==> src/verilog/dma_cfg.svh <==
// offsets, field positions and reset values of the dma controller
`ifndef DMA_CFG_SVH
`define DMA_CFG_SVH
`define DMA_NCH 14
`define DMA_RES_MASK 14'h0700
`define DMA_CH_RST 14'h0000
`define DMA_BASE_RST 23'h000000
`define OFS_EN_SET 12'h000
`define OFS_EN_CLR 12'h004
`define OFS_PRI_SET 12'h008
`define OFS_PRI_CLR 12'h00C
`define OFS_SW_REQ 12'h010
`define OFS_TRIG_SEL 12'h014
`define OFS_ALT_SEL 12'h018
`define OFS_BASE 12'h01C
`define OFS_STATUS 12'h020
`define ST_ALT_BIT 32'h00000100
`define ST_SRC_WORD 2'h0
`define ST_DST_WORD 2'h1
`define ST_CFG_WORD 2'h2
`define F_DINC 30
`define F_SINC 26
`define F_SSIZE 24
`define F_RPOW 14
`define F_NM1 4
`define F_MODE 0
`define MODE_STOP 3'h0
`define MODE_PINGPONG 3'h3
`define INC_NONE 2'h3
`endif

==> src/verilog/dma_pkg.sv <==
// types shared by the dma controller modules
package dma_pkg;
  typedef enum logic [2:0] {ST_IDLE, ST_FETCH, ST_READ, ST_WRITE, ST_BACK} state_e;
  typedef logic [13:0] chvec_t;
  typedef struct packed {
    logic valid;
    logic write;
    logic [1:0] size;
    logic [31:0] addr;
    logic [31:0] wdata;
  } bus_req_s;
endpackage : dma_pkg

==> src/verilog/dma_req_sync.sv <==
// two-stage synchroniser for the peripheral request pins
`timescale 1ns/10ps
`default_nettype none
module dma_req_sync #(
  parameter int W = 14
) (
  input wire logic pclk,
  input wire logic presetn,
  input wire logic [W-1:0] async_in,
  output logic [W-1:0] sync_out
);
  logic [W-1:0] meta_r;
  logic [W-1:0] hold_r;
  genvar i;
  generate
    for (i = 0; i < W; i++) begin : g_bit
      always_ff @(posedge pclk or negedge presetn) begin
        if (!presetn) begin
          meta_r[i] <= 1'b0;
          hold_r[i] <= 1'b0;
        end else begin
          meta_r[i] <= async_in[i];
          hold_r[i] <= meta_r[i];
        end
      end
    end
  endgenerate
  assign sync_out = hold_r;
endmodule : dma_req_sync
`default_nettype wire

==> src/verilog/dma_arbiter.sv <==
// two-level fixed priority channel arbiter
`timescale 1ns/10ps
`default_nettype none
`include "dma_cfg.svh"
module dma_arbiter #(
  parameter int NCH = 14,
  parameter logic [NCH-1:0] RES = `DMA_RES_MASK
) (
  input wire logic pclk,
  input wire logic presetn,
  input wire logic [NCH-1:0] req,
  input wire logic [NCH-1:0] high,
  output logic gnt_valid,
  output logic [3:0] gnt_idx
);
  logic [NCH-1:0] live;
  logic [NCH-1:0] hi_req;

  function automatic logic [3:0] lowest(input logic [NCH-1:0] v);
    logic [3:0] r;
    r = 4'h0;
    for (int k = NCH - 1; k >= 0; k--) begin
      if (v[k]) begin
        r = 4'(k);
      end
    end
    return r;
  endfunction : lowest

  assign live = req & ~RES;
  assign hi_req = live & high;
  assign gnt_valid = |live;
  // high level first, then lowest number
  assign gnt_idx = (|hi_req) ? lowest(hi_req) : lowest(live);
endmodule : dma_arbiter
`default_nettype wire

==> src/verilog/dma_controller.sv <==
// fourteen-slot dma controller with apb registers and a bus master port
//
// The APB register port and the address map are this design's own decisions.
`timescale 1ns/10ps
`default_nettype none
`include "dma_cfg.svh"
module dma_controller import dma_pkg::*; (
  input wire logic pclk,
  input wire logic presetn,
  input wire logic psel,
  input wire logic penable,
  input wire logic pwrite,
  input wire logic [11:0] paddr,
  input wire logic [31:0] pwdata,
  output logic [31:0] prdata,
  output logic pready,
  output logic pslverr,
  input wire logic [13:0] periph_req,
  output var bus_req_s mst,
  input wire logic m_ready,
  input wire logic m_err,
  input wire logic [31:0] m_rdata,
  output logic [13:0] done_irq,
  output logic err_irq
);
  // ****************************************
  // declarations
  // ****************************************
  state_e state_r;
  bus_req_s mst_r;
  chvec_t en_r, pri_r, trig_sw_r, swpend_r, alt_r, hw_s, req_vec, kill;
  logic [22:0] base_r;
  logic err_r, last_r, pp_r, pready_r, pslverr_r, err_irq_r;
  logic [31:0] prdata_r, sptr_r, dptr_r, cfg_r, data_r, cfg_nxt, rd_mux;
  logic [3:0] ch_r, gidx;
  logic [1:0] idx_r;
  logic [15:0] batch_r;
  logic [13:0] done_irq_r;
  logic gv, xfer_ack, err_hit, fin, stop_hit, apb_wr, apb_rd, rd_bad;
  logic [9:0] rem;

  // ****************************************
  // helper functions
  // ****************************************
  function automatic chvec_t onehot(input logic [3:0] c);
    return chvec_t'(14'h0001 << c);
  endfunction : onehot

  function automatic logic [31:0] struct_addr(input logic [22:0] b, input logic alt,
                                              input logic [3:0] c, input logic [1:0] w);
    logic [31:0] a;
    a = {b, 9'h000} | {24'h000000, c, w, 2'h0};
    if (alt) begin
      a = a | `ST_ALT_BIT;
    end
    return a;
  endfunction : struct_addr

  // final address minus remaining items shifted left by the increment; no increment keeps the pointer
  function automatic logic [31:0] step_addr(input logic [31:0] fin_a,
                                            input logic [9:0] r, input logic [1:0] inc);
    logic [31:0] a;
    a = fin_a;
    if (inc != `INC_NONE) begin
      a = fin_a - ({22'h000000, r} << inc);
    end
    return a;
  endfunction : step_addr

  function automatic logic [1:0] dst_width(input logic [31:0] c);
    logic [1:0] w;
    w = c[`F_DINC+:2];
    if (w == `INC_NONE) begin
      w = c[`F_SSIZE+:2];
    end
    return w;
  endfunction : dst_width

  function automatic logic [31:0] lane_down(input logic [31:0] d, input logic [1:0] a);
    return d >> {a, 3'h0};
  endfunction : lane_down

  function automatic logic [31:0] replicate(input logic [31:0] d, input logic [1:0] w);
    logic [31:0] r;
    case (w)
      2'h0: r = {4{d[7:0]}};
      2'h1: r = {2{d[15:0]}};
      default: r = d;
    endcase
    return r;
  endfunction : replicate

  function automatic logic wr_hit(input logic we, input logic [11:0] a, input logic [11:0] o);
    return we && (a == o);
  endfunction : wr_hit

  // ****************************************
  // request path and arbitration
  // ****************************************
  dma_req_sync #(.W(`DMA_NCH)) u_sync (
    .pclk(pclk),
    .presetn(presetn),
    .async_in(periph_req),
    .sync_out(hw_s)
  );

  // hardware line unless the channel selects software trigger, or software pending on any channel
  assign req_vec = en_r & ~`DMA_RES_MASK & ((hw_s & ~trig_sw_r) | swpend_r);

  dma_arbiter #(.NCH(`DMA_NCH)) u_arb (
    .pclk(pclk),
    .presetn(presetn),
    .req(req_vec),
    .high(pri_r),
    .gnt_valid(gv),
    .gnt_idx(gidx)
  );

  // ****************************************
  // transfer engine
  // ****************************************
  assign xfer_ack = mst_r.valid && m_ready;
  assign err_hit = xfer_ack && m_err;
  assign rem = cfg_r[`F_NM1+:10];
  assign stop_hit = (state_r == ST_FETCH) && xfer_ack && !m_err && (idx_r == `ST_CFG_WORD)
                    && (m_rdata[`F_MODE+:3] == `MODE_STOP);
  assign fin = (state_r == ST_BACK) && xfer_ack && !m_err && last_r;

  always_comb begin
    cfg_nxt = cfg_r;
    if (rem == 10'h000) begin
      cfg_nxt[`F_MODE+:3] = `MODE_STOP;
    end else begin
      cfg_nxt[`F_NM1+:10] = rem - 10'h001;
    end
  end

  // the master holds each request until the bus answers; the bus decides stalls
  always_ff @(posedge pclk or negedge presetn) begin
    if (!presetn) begin
      state_r <= ST_IDLE;
      mst_r <= '0;
      ch_r <= 4'h0;
      idx_r <= 2'h0;
      sptr_r <= 32'h00000000;
      dptr_r <= 32'h00000000;
      cfg_r <= 32'h00000000;
      data_r <= 32'h00000000;
      batch_r <= 16'h0000;
      last_r <= 1'b0;
      pp_r <= 1'b0;
    end else if (err_hit) begin
      state_r <= ST_IDLE;
      mst_r.valid <= 1'b0;
    end else begin
      case (state_r)
        ST_IDLE: begin
          if (gv) begin
            ch_r <= gidx;
            idx_r <= `ST_SRC_WORD;
            mst_r <= '{1'b1, 1'b0, 2'h2, struct_addr(base_r, alt_r[gidx], gidx,
                       `ST_SRC_WORD), 32'h00000000};
            state_r <= ST_FETCH;
          end
        end
        ST_FETCH: begin
          if (xfer_ack) begin
            if (idx_r == `ST_SRC_WORD) begin
              sptr_r <= m_rdata;
            end
            if (idx_r == `ST_DST_WORD) begin
              dptr_r <= m_rdata;
            end
            if (idx_r != `ST_CFG_WORD) begin
              idx_r <= idx_r + 2'h1;
              mst_r.addr <= struct_addr(base_r, alt_r[ch_r], ch_r, idx_r + 2'h1);
            end else if (stop_hit) begin
              mst_r.valid <= 1'b0;
              state_r <= ST_IDLE;
            end else begin
              cfg_r <= m_rdata;
              pp_r <= m_rdata[`F_MODE+:3] == `MODE_PINGPONG;
              batch_r <= 16'((17'h00001 << m_rdata[`F_RPOW+:4]) - 17'h00001);
              mst_r.size <= m_rdata[`F_SSIZE+:2];
              mst_r.addr <= step_addr(sptr_r, m_rdata[`F_NM1+:10],
                                      m_rdata[`F_SINC+:2]);
              state_r <= ST_READ;
            end
          end
        end
        ST_READ: begin
          if (xfer_ack) begin
            data_r <= lane_down(m_rdata, mst_r.addr[1:0]);
            mst_r.write <= 1'b1;
            mst_r.size <= dst_width(cfg_r);
            mst_r.addr <= step_addr(dptr_r, rem, cfg_r[`F_DINC+:2]);
            mst_r.wdata <= replicate(lane_down(m_rdata, mst_r.addr[1:0]),
                                     cfg_r[`F_SSIZE+:2]);
            state_r <= ST_WRITE;
          end
        end
        ST_WRITE: begin
          if (xfer_ack) begin
            cfg_r <= cfg_nxt;
            if (rem == 10'h000 || batch_r == 16'h0000) begin
              // progress goes back to sram so the next grant resumes
              last_r <= rem == 10'h000;
              mst_r.size <= 2'h2;
              mst_r.addr <= struct_addr(base_r, alt_r[ch_r], ch_r, `ST_CFG_WORD);
              mst_r.wdata <= cfg_nxt;
              state_r <= ST_BACK;
            end else begin
              batch_r <= batch_r - 16'h0001;
              mst_r.write <= 1'b0;
              mst_r.size <= cfg_r[`F_SSIZE+:2];
              mst_r.addr <= step_addr(sptr_r, rem - 10'h001, cfg_r[`F_SINC+:2]);
              state_r <= ST_READ;
            end
          end
        end
        ST_BACK: begin
          if (xfer_ack) begin
            mst_r.valid <= 1'b0;
            mst_r.write <= 1'b0;
            state_r <= ST_IDLE;
          end
        end
        default: begin
          mst_r.valid <= 1'b0;
          state_r <= ST_IDLE;
        end
      endcase
    end
  end

  // ****************************************
  // channel state and software registers
  // ****************************************
  assign apb_wr = psel && penable && pwrite && pready_r;
  assign apb_rd = psel && penable && !pready_r;
  assign kill = (err_hit || stop_hit || (fin && !pp_r)) ? onehot(ch_r) : '0;

  always_ff @(posedge pclk or negedge presetn) begin
    if (!presetn) begin
      en_r <= `DMA_CH_RST;
    end else begin
      en_r <= (en_r & ~kill & ~(wr_hit(apb_wr, paddr, `OFS_EN_CLR) ? pwdata[13:0] : '0))
              | (wr_hit(apb_wr, paddr, `OFS_EN_SET) ? pwdata[13:0] & ~`DMA_RES_MASK : '0);
    end
  end

  always_ff @(posedge pclk or negedge presetn) begin
    if (!presetn) begin
      pri_r <= `DMA_CH_RST;
    end else if (wr_hit(apb_wr, paddr, `OFS_PRI_SET)) begin
      pri_r <= pri_r | pwdata[13:0];
    end else if (wr_hit(apb_wr, paddr, `OFS_PRI_CLR)) begin
      pri_r <= pri_r & ~pwdata[13:0];
    end
  end

  // a new software trigger beats the completion clear in the same cycle
  always_ff @(posedge pclk or negedge presetn) begin
    if (!presetn) begin
      swpend_r <= `DMA_CH_RST;
    end else begin
      swpend_r <= (swpend_r & ~kill)
                  | (wr_hit(apb_wr, paddr, `OFS_SW_REQ) ? pwdata[13:0] : '0);
    end
  end

  always_ff @(posedge pclk or negedge presetn) begin
    if (!presetn) begin
      trig_sw_r <= `DMA_CH_RST;
      base_r <= `DMA_BASE_RST;
    end else begin
      if (wr_hit(apb_wr, paddr, `OFS_TRIG_SEL)) begin
        trig_sw_r <= pwdata[13:0];
      end
      if (wr_hit(apb_wr, paddr, `OFS_BASE)) begin
        base_r <= pwdata[31:9];
      end
    end
  end

  always_ff @(posedge pclk or negedge presetn) begin
    if (!presetn) begin
      alt_r <= `DMA_CH_RST;
    end else if (wr_hit(apb_wr, paddr, `OFS_ALT_SEL)) begin
      alt_r <= pwdata[13:0];
    end else if (fin && pp_r) begin
      alt_r <= alt_r ^ onehot(ch_r);
    end
  end

  always_ff @(posedge pclk or negedge presetn) begin
    if (!presetn) begin
      err_r <= 1'b0;
    end else begin
      err_r <= err_hit || (err_r && !(wr_hit(apb_wr, paddr, `OFS_STATUS) && pwdata[0]));
    end
  end

  // ****************************************
  // event outputs
  // ****************************************
  always_ff @(posedge pclk or negedge presetn) begin
    if (!presetn) begin
      done_irq_r <= 14'h0000;
      err_irq_r <= 1'b0;
    end else begin
      done_irq_r <= fin ? onehot(ch_r) : 14'h0000;
      err_irq_r <= err_hit;
    end
  end

  // ****************************************
  // apb slave, one wait state
  // ****************************************
  always_comb begin
    rd_bad = 1'b0;
    case (paddr)
      `OFS_EN_SET, `OFS_EN_CLR: rd_mux = {18'h00000, en_r};
      `OFS_PRI_SET, `OFS_PRI_CLR: rd_mux = {18'h00000, pri_r};
      `OFS_SW_REQ: rd_mux = {18'h00000, swpend_r};
      `OFS_TRIG_SEL: rd_mux = {18'h00000, trig_sw_r};
      `OFS_ALT_SEL: rd_mux = {18'h00000, alt_r};
      `OFS_BASE: rd_mux = {base_r, 9'h000};
      `OFS_STATUS: rd_mux = {20'h00000, ch_r, 6'h00, state_r != ST_IDLE, err_r};
      default: begin
        rd_mux = 32'h00000000;
        rd_bad = 1'b1;
      end
    endcase
  end

  always_ff @(posedge pclk or negedge presetn) begin
    if (!presetn) begin
      pready_r <= 1'b0;
      prdata_r <= 32'h00000000;
      pslverr_r <= 1'b0;
    end else begin
      pready_r <= apb_rd;
      pslverr_r <= apb_rd && rd_bad;
      prdata_r <= (apb_rd && !pwrite) ? rd_mux : 32'h00000000;
    end
  end

  assign prdata = prdata_r;
  assign pready = pready_r;
  assign pslverr = pslverr_r;
  assign mst = mst_r;
  assign done_irq = done_irq_r;
  assign err_irq = err_irq_r;
endmodule : dma_controller
`default_nettype wire

==> config.mk <==
export PLATFORM = sky130hd
export DESIGN_NAME = dma_controller
export DESIGN_NICKNAME = d
export VERILOG_FILES = /design/src/verilog/dma_pkg.sv /design/src/verilog/dma_req_sync.sv /design/src/verilog/dma_arbiter.sv /design/src/verilog/dma_controller.sv
export VERILOG_INCLUDE_DIRS = /design/src /design/src/verilog
export SDC_FILE = /design/constraint.sdc
export NUM_CORES = 1
export LEC_CHECK = 0
export ABC_AREA = 1
export BUFFER_PORTS_ARGS = -buffer_cell sky130_fd_sc_hd__buf_2
export CORE_ASPECT_RATIO = 0.5
export CORE_UTILIZATION = 60
export CTS_CLUSTER_SIZE = 14
export DETAILED_ROUTE_END_ITERATION = 10
export PLACE_DENSITY = 0.81
export SYNTH_ARGS = -nofsm -noshare
export SYNTH_HDL_FRONTEND = slang
export SYNTH_SLANG_ARGS = --single-unit
export TNS_END_PERCENT = 30
==> constraint.sdc <==
create_clock -name pclk -period 4 [get_ports pclk]
set_clock_uncertainty 0.2 [all_clocks]
set_input_delay 0.2 -clock pclk [delete_from_list [all_inputs] [get_ports pclk]]
set_output_delay 0.2 -clock pclk [all_outputs]
set_load 0.02 [all_outputs]
==> flow_summary.yaml, run 1 <==
sta:
  setup_tns_ns: 0
  worst_slew_pin_slew_ns: 1.12
  finalWorstSetupSlack_ns: 0.264
  finalSetupViolCount: 0
  maxSlewHeadroom: 0.251
  fmax_mhz: 268
  timing.final.max_slew_violations: 0
  timing.final.crit_period_ns: 3.74
  fin_crit_sh: 0.934
  finalHoldViolations: 0
floorplanning:
  initial_core_util: 0.616
  fp.coreArea_sq_um: 34900
  die_h_um: 136
  pin_count: 214
  row_count: 48
  dieArea_sq_um: 36600
  die_w_um: 270
drt:
  ant_nets: 0
  first_pass_iters: 6
  detail_route.vias_per_cell: 6.12
  wl_per_cell_um: 20.6
  wl_mm: 77.0
  drc: 0
  drtIter0Drc: 3016
  dr_total_vias: 22900
layout:
  drive_gt1_frac: 0.143
  multi_input_area_sq_um: 10800
  finalNetCount: 3388
  area_growth_pct: 18.4
  regArea_sq_um: 8910
  fillers: 2715
power:
  p_per_area_nw_per_um2: 775
  vdd_drop_max_mv: 0.462
  leakagePower_uw: 0.0126
worst_setup_path:
  r2r_slack_ns: 0.26
  arrival_ns: 4.03
  reg2reg_to: "mst[57]"
  cp.required_ns: 4.30
  path_cells: "inv_1 -> ha_2 -> nand2_2 -> xor2_2 -> inv_1 -> o21ai_1 -> nand2_1 -> o21ai_1 -> ha_1 -> a21o_1 -> a21oi_2 -> o21ai_2 -> inv_1 -> o21ai_0 -> nand2_1 -> nand2_2 -> nor2_1 -> nand2_1 -> nand2_1 -> nand3_1 -> a21oi_1 -> nor2_1 -> nor2_1"
  cpPeakStageDelay_ns: 0.41
  critPathCapture: "mst[57]"
  cp_max_fo: 5
  r2r_cells: 23
  worstSetupPathType: "flip-flop to flip-flop"
  r2r-start: "cfg_r[5]"
  crit_top_cell: "nand2_1"
  cp-startpoint: "cfg_r[5]"
  startpoint_type: "flip-flop"
  end_kind: "flip-flop"
  crit_slowest_cell: "dfrtp_1"
logic_synthesis:
  syn_avg_cell_area_sq_um: 7.29
  synth_edf_count: 0
  ys_ff_latch: 356
  ys_seq_area_frac: 0.414
  synth_area_sq_um: 21500
  synth_cells: 2947
  yosysWarnings: 0
  yosysTopAreaCell: "dfrtp_1"
  syn-num-nets: 3091
  async_reset_ff_frac: 1.00
  ys_top_cells_by_area: "dfrtp_1, nand2_1, o21ai_0, inv_1, nor2_1"
  synth_ff_type: "dfrtp_1"
  synth.distinct_cells: 70
  synth_top_area_share: 0.414
grt:
  grt_max_degree: 104
  antenna_found_initial: 2
  grt_pass1_vias: 21300
  grt_pass1_wl_mm: 118
  grt.overflow.total: 0
  grt_use_total: 0.417
status:
  status: "completed"
cts:
  cts_tree: "done"
  cts_buffers: 35
  cts_max_level: 2
  clock_sinks: 356
  clk_latency_ns: 0.56
  cts-root-buf: "clkbuf_16"
  clk_pin_slew_ns: 0.07
  clock_path_buffers: 3
flow_run:
  maxCapViolCount: 0
place:
  gp_congestion: 1.01
  port_buffers: 210
  post-place-ws_ns: -0.0307
  dp_hpwl_mm: 55.5
worst_hold_path:
  min_path_type: "input port to async pin"
what timing repair did:
action,CTS,global route
buffers inserted,0,1
hold buffers,85,0
pin swaps,0,6
endpoints found under the setup margin,1,26
gates resized for setup,1,39
hold endpoints to repair,295,0
routing by layer:
layer	wire (um)	GRT usage	share of wire	vias up
met2	33200	0.639	0.43	1458
met4	3220	0.163	0.042	0
li1	-	-	-	10400
met1	30800	0.576	0.40	10800
met5	0	0	0	-
met3	9760	0.0982	0.13	244
placed cells by master (no fill, tap or decap), types with 25 or more instances in the layout:
| cell type | instances |
|---|---|
| buf_4 | 68 |
| inv_1 | 349 |
| nand3_1 | 138 |
| nand2_1 | 664 |
| clkbuf_16 | 36 |
| nor2_1 | 258 |
| or2_2 | 25 |
| dfrtp_1 | 353 |
| buf_2 | 209 |
| ha_1 | 43 |
| o22ai_1 | 38 |
| dlygate4sd3_1 | 85 |
| a21oi_1 | 168 |
| o21ai_0 | 426 |
| o21ai_1 | 33 |
| nor3_1 | 35 |
worst max-delay path: cells and delay by family, from the launching register on:
kind / cells / cell delay, ns
compound gates: 7 / 1.01
simple gates: 10 / 0.99
fa+ha+maj: 2 / 0.57
flops: 1 / 0.41
buf+inv: 3 / 0.32
xor+xnor: 1 / 0.19
where the power goes:
part           leakage (uW)  switching, uW  total (uW)  internal, uW
combinational       0.00738           7290       11000          3680
sequential          0.00465            882        5320          4430
clock              0.000556           1530        3430          1910
total                0.0126           9700       19700         10000
registers in the layout (all words and copies together), names as in the netlist, 16 cells and up, named ones only:
| signal | cells |
|---|---|
| cfg_r | 32 |
| sptr_r | 32 |
| base_r | 23 |
| prdata | 32 |
| dptr_r | 32 |
| batch_r | 16 |
| mst | 68 |
synth_stat cells, drive strengths merged, types with 2 or more instances:
| cell | number |
|---|---|
| nand4 | 16 |
| xor2 | 22 |
| inv | 368 |
| nand2 | 676 |
| a21o | 3 |
| nand3 | 141 |
| nor3 | 38 |
| o21bai | 5 |
| nor2 | 273 |
| a31o | 2 |
| ha | 44 |
| dfrtp | 356 |
| buf | 26 |
| a22o | 2 |
| a21boi | 10 |
| a21oi | 174 |
| clkbuf | 84 |
| a211oi | 6 |
| a41oi | 2 |
| fa | 3 |
| a221oi | 7 |
| o21ai | 464 |
| clkinv | 3 |
| xnor2 | 6 |
| mux2i | 4 |
| a32oi | 9 |
| o2111ai | 9 |
| o21a | 7 |
| o221ai | 18 |
| o22ai | 38 |
| or2 | 27 |
| a22oi | 10 |
| a2111oi | 4 |
| a31oi | 23 |
| a2bb2oi | 2 |
| o211ai | 15 |
| o22a | 4 |
| o31ai | 6 |
| nor4 | 15 |
| and2 | 3 |
| mux2 | 18 |
worst min-delay path by stage:
stage	end	slack, ns	start
after CTS	dptr_r[26]	0.05	m_rdata[26]
after global placement	done_irq[5]	0.09	presetn
final	u_sync.sync_out[6]	0.07	presetn
after global routing	dptr_r[26]	0.08	m_rdata[26]
after floorplan	async pin	-0.30	presetn
after detailed placement	done_irq[5]	0.09	presetn
cells by family after synthesis:
kind of cell    Yosys count  synth area share
buf+inv                 481            0.0866
compound gates          823             0.216
mux                      22            0.0113
flops                   356             0.414
fa+ha+maj                47            0.0284
xor+xnor                 28            0.0114
simple gates           1190             0.232
stage by stage:
step           power [uW]  utilization  hold WS, ns  instance area [sq um]  instances
3_3_place_gp        15400        0.668       0.0941                  23300       3596
5_1_grt             21000        0.729       0.0781                  25400       3742
6_report            19700        0.729       0.0692                  25500       3745
3_5_place_dp        15600        0.668       0.0944                  23300       3596
2_1_floorplan       12300            -       -0.296                  21500       2947
4_1_cts             19100        0.725       0.0472                  25300       3740
layout make-up:
type,instances,area share
flip-flops and latches,356,0.350
well taps,475,0.0234
multi-input cells,2110,0.426
inverters,371,0.0547
clock inverters,16,0.00713
clock buffers,43,0.0376
diodes,4,0.000393
repair buffers,370,0.100
Power figures use the tool's default switching activity.
==> run 2: changes to the inputs <==
CORE_UTILIZATION = 55   (was 60)
PLACE_DENSITY = 0.75   (was 0.81)
==> run 2 against run 1 <==
Compared with the run above: sequential share of layout area down 0.23 points; maximum frequency is 3.8% lower; combinational power hardly changed; die area up 9.0%; register-to-register slack worse by 0.15 ns; worst setup slack worse by 0.15 ns; first-iteration DRC count shrank 12%.
==> flow_summary.yaml, run 2 (same netlist as run 1, synthesis figures left out) <==
sta:
  fin_crit_sh: 0.971
  rsz0062_at_grt: "true"
  fmax_mhz: 257
  finalWorstSetupSlack_ns: 0.115
  hold_slack_ns: 0.0228
  maxSlewHeadroom: 0.274
  finalHoldViolations: 0
  timing.final.max_slew_violations: 0
  finalSetupViolCount: 0
  worst_slew_pin_slew_ns: 1.09
  timing.final.crit_period_ns: 3.89
place:
  post-place-ws_ns: 0.135
  gp_congestion: 0.986
  dp.cells: 3655
  port_buffers: 210
  place_area_sq_um: 23500
  dp_hpwl_mm: 56.8
layout:
  layout.cells.non_filler: 3802
  drive_gt1_frac: 0.143
  area_growth_pct: 19.1
  layout.cells.most_common: "nand2_1"
  largest_reg_flops: 68
  finalNetCount: 3405
  final_cell_mix: "nand2_1, o21ai_0, dfrtp_1"
  final_area_sq_um: 25600
worst_hold_path:
  holdPathStages: 5
  min_path_type: "input port to flip-flop"
  min_to: "err_r"
  worstHoldStart: "paddr[11]"
worst_setup_path:
  worstSetupPathType: "flip-flop to flip-flop"
  r2r_slack_ns: 0.11
  cp.required_ns: 4.26
  r2r-start: "mst[67]"
  arrival_ns: 4.14
  r2r_cells: 15
  startpoint_type: "flip-flop"
  end_kind: "flip-flop"
  reg2reg_to: "mst[56]"
  cp_max_fo: 14
grt:
  grt_pass1_wl_mm: 119
  grt_pass1_vias: 21200
  grt_use_total: 0.391
  grt_max_degree: 100
  grt.overflow.total: 0
  antenna_found_initial: 1
cts:
  cts_max_level: 2
  cts_tree: "done"
  clock_path_buffers: 3
  clock_sinks: 356
  clk_pin_slew_ns: 0.07
  cts-root-buf: "clkbuf_16"
  clk_latency_ns: 0.56
  cts_buffers: 35
power:
  p_per_area_nw_per_um2: 776
  vdd_drop_max_mv: 0.524
  leakagePower_uw: 0.0127
flow_run:
  maxCapViolCount: 0
floorplanning:
  die_w_um: 282
  die_h_um: 142
  fp.coreArea_sq_um: 37900
  pin_count: 214
  initial_core_util: 0.567
  row_count: 50
  dieArea_sq_um: 39900
drt:
  drc: 0
  detail_route.vias_per_cell: 5.92
  ant_nets: 0
  drtIter0Drc: 2640
  wl_per_cell_um: 20.5
  wl_mm: 78.0
  dr_total_vias: 22500
  first_pass_iters: 6
status:
  status: "completed"
-- run 2: repair_timing --
action,4_1_cts,5_1_grt
gates resized for setup,0,26
hold endpoints to repair,293,0
hold buffers,86,0
setup endpoints to repair,0,24
buffers inserted,0,3
-- run 2: how the worst max path moves through the flow --
| stage | end | start | slack (ns) | depth (start not counted) |
|---|---|---|---|---|
| after floorplan | mst[63] | cfg_r[4] | 0.58 | 18 |
| after global placement | mst[63] | cfg_r[5] | 0.15 | 20 |
| after detailed placement | mst[55] | cfg_r[5] | 0.14 | 21 |
| after CTS | mst[55] | cfg_r[5] | 0.11 | 21 |
| after global routing | mst[63] | cfg_r[5] | -0.1 | 21 |
| final | mst[56] | mst[67] | 0.11 | 15 |
-- run 2: report_power, final --
part	internal (uW)	switching, uW	leakage, uW
Sequential	4430	829	0.00465
Combinational	3750	7290	0.00744
Clock	2000	1560	0.000572
-- run 2: metal layers --
metal | part of all wire | GRT usage | vias to the layer above | wire length, um
met5 | 0 | 0 | - | 0
met4 | 0.037 | 0.146 | 0 | 2860
met3 | 0.10 | 0.0713 | 203 | 7900
met2 | 0.44 | 0.605 | 1193 | 34300
met1 | 0.42 | 0.547 | 10700 | 33000
li1 | - | - | 10400 | -
-- run 2: critical path, cell delays in order (launching register included) --
cell           delay [ns]
dfrtp_1              0.43
nand2_1              0.17
nor2_1               0.08
dlygate4sd3_1        0.55
inv_1                0.09
nor2_1               0.08
nand3_1              0.15
inv_2                0.07
nor2_1               0.13
inv_1                0.09
nor3_4               0.61
inv_2                0.29
buf_4                0.24
a21oi_1              0.30
nand3_1              0.12
o21a_1               0.19
-- run 2: area by class of cell --
| type | instances | area, sq um |
|---|---|---|
| inverters | 371 | 1390 |
| fillers | 3247 | 12300 |
| repair buffers | 387 | 2670 |
| clock buffers | 42 | 932 |
| flip-flops and latches | 356 | 8910 |
| clock inverters | 15 | 246 |
| multi-input cells | 2110 | 10800 |
| well taps | 520 | 651 |
| diodes | 1 | 2.50 |
-- run 2: per-stage QoR --
| stage | util | setup TNS, ns | total power [uW] |
|---|---|---|---|
| 2_1_floorplan | - | 0 | 12300 |
| 3_5_place_dp | 0.619 | 0 | 15800 |
| 4_1_cts | 0.673 | 0 | 19400 |
| 3_3_place_gp | 0.619 | 0 | 15600 |
| 5_1_grt | 0.676 | -0.208 | 21200 |
| 6_report | 0.676 | 0 | 19900 |
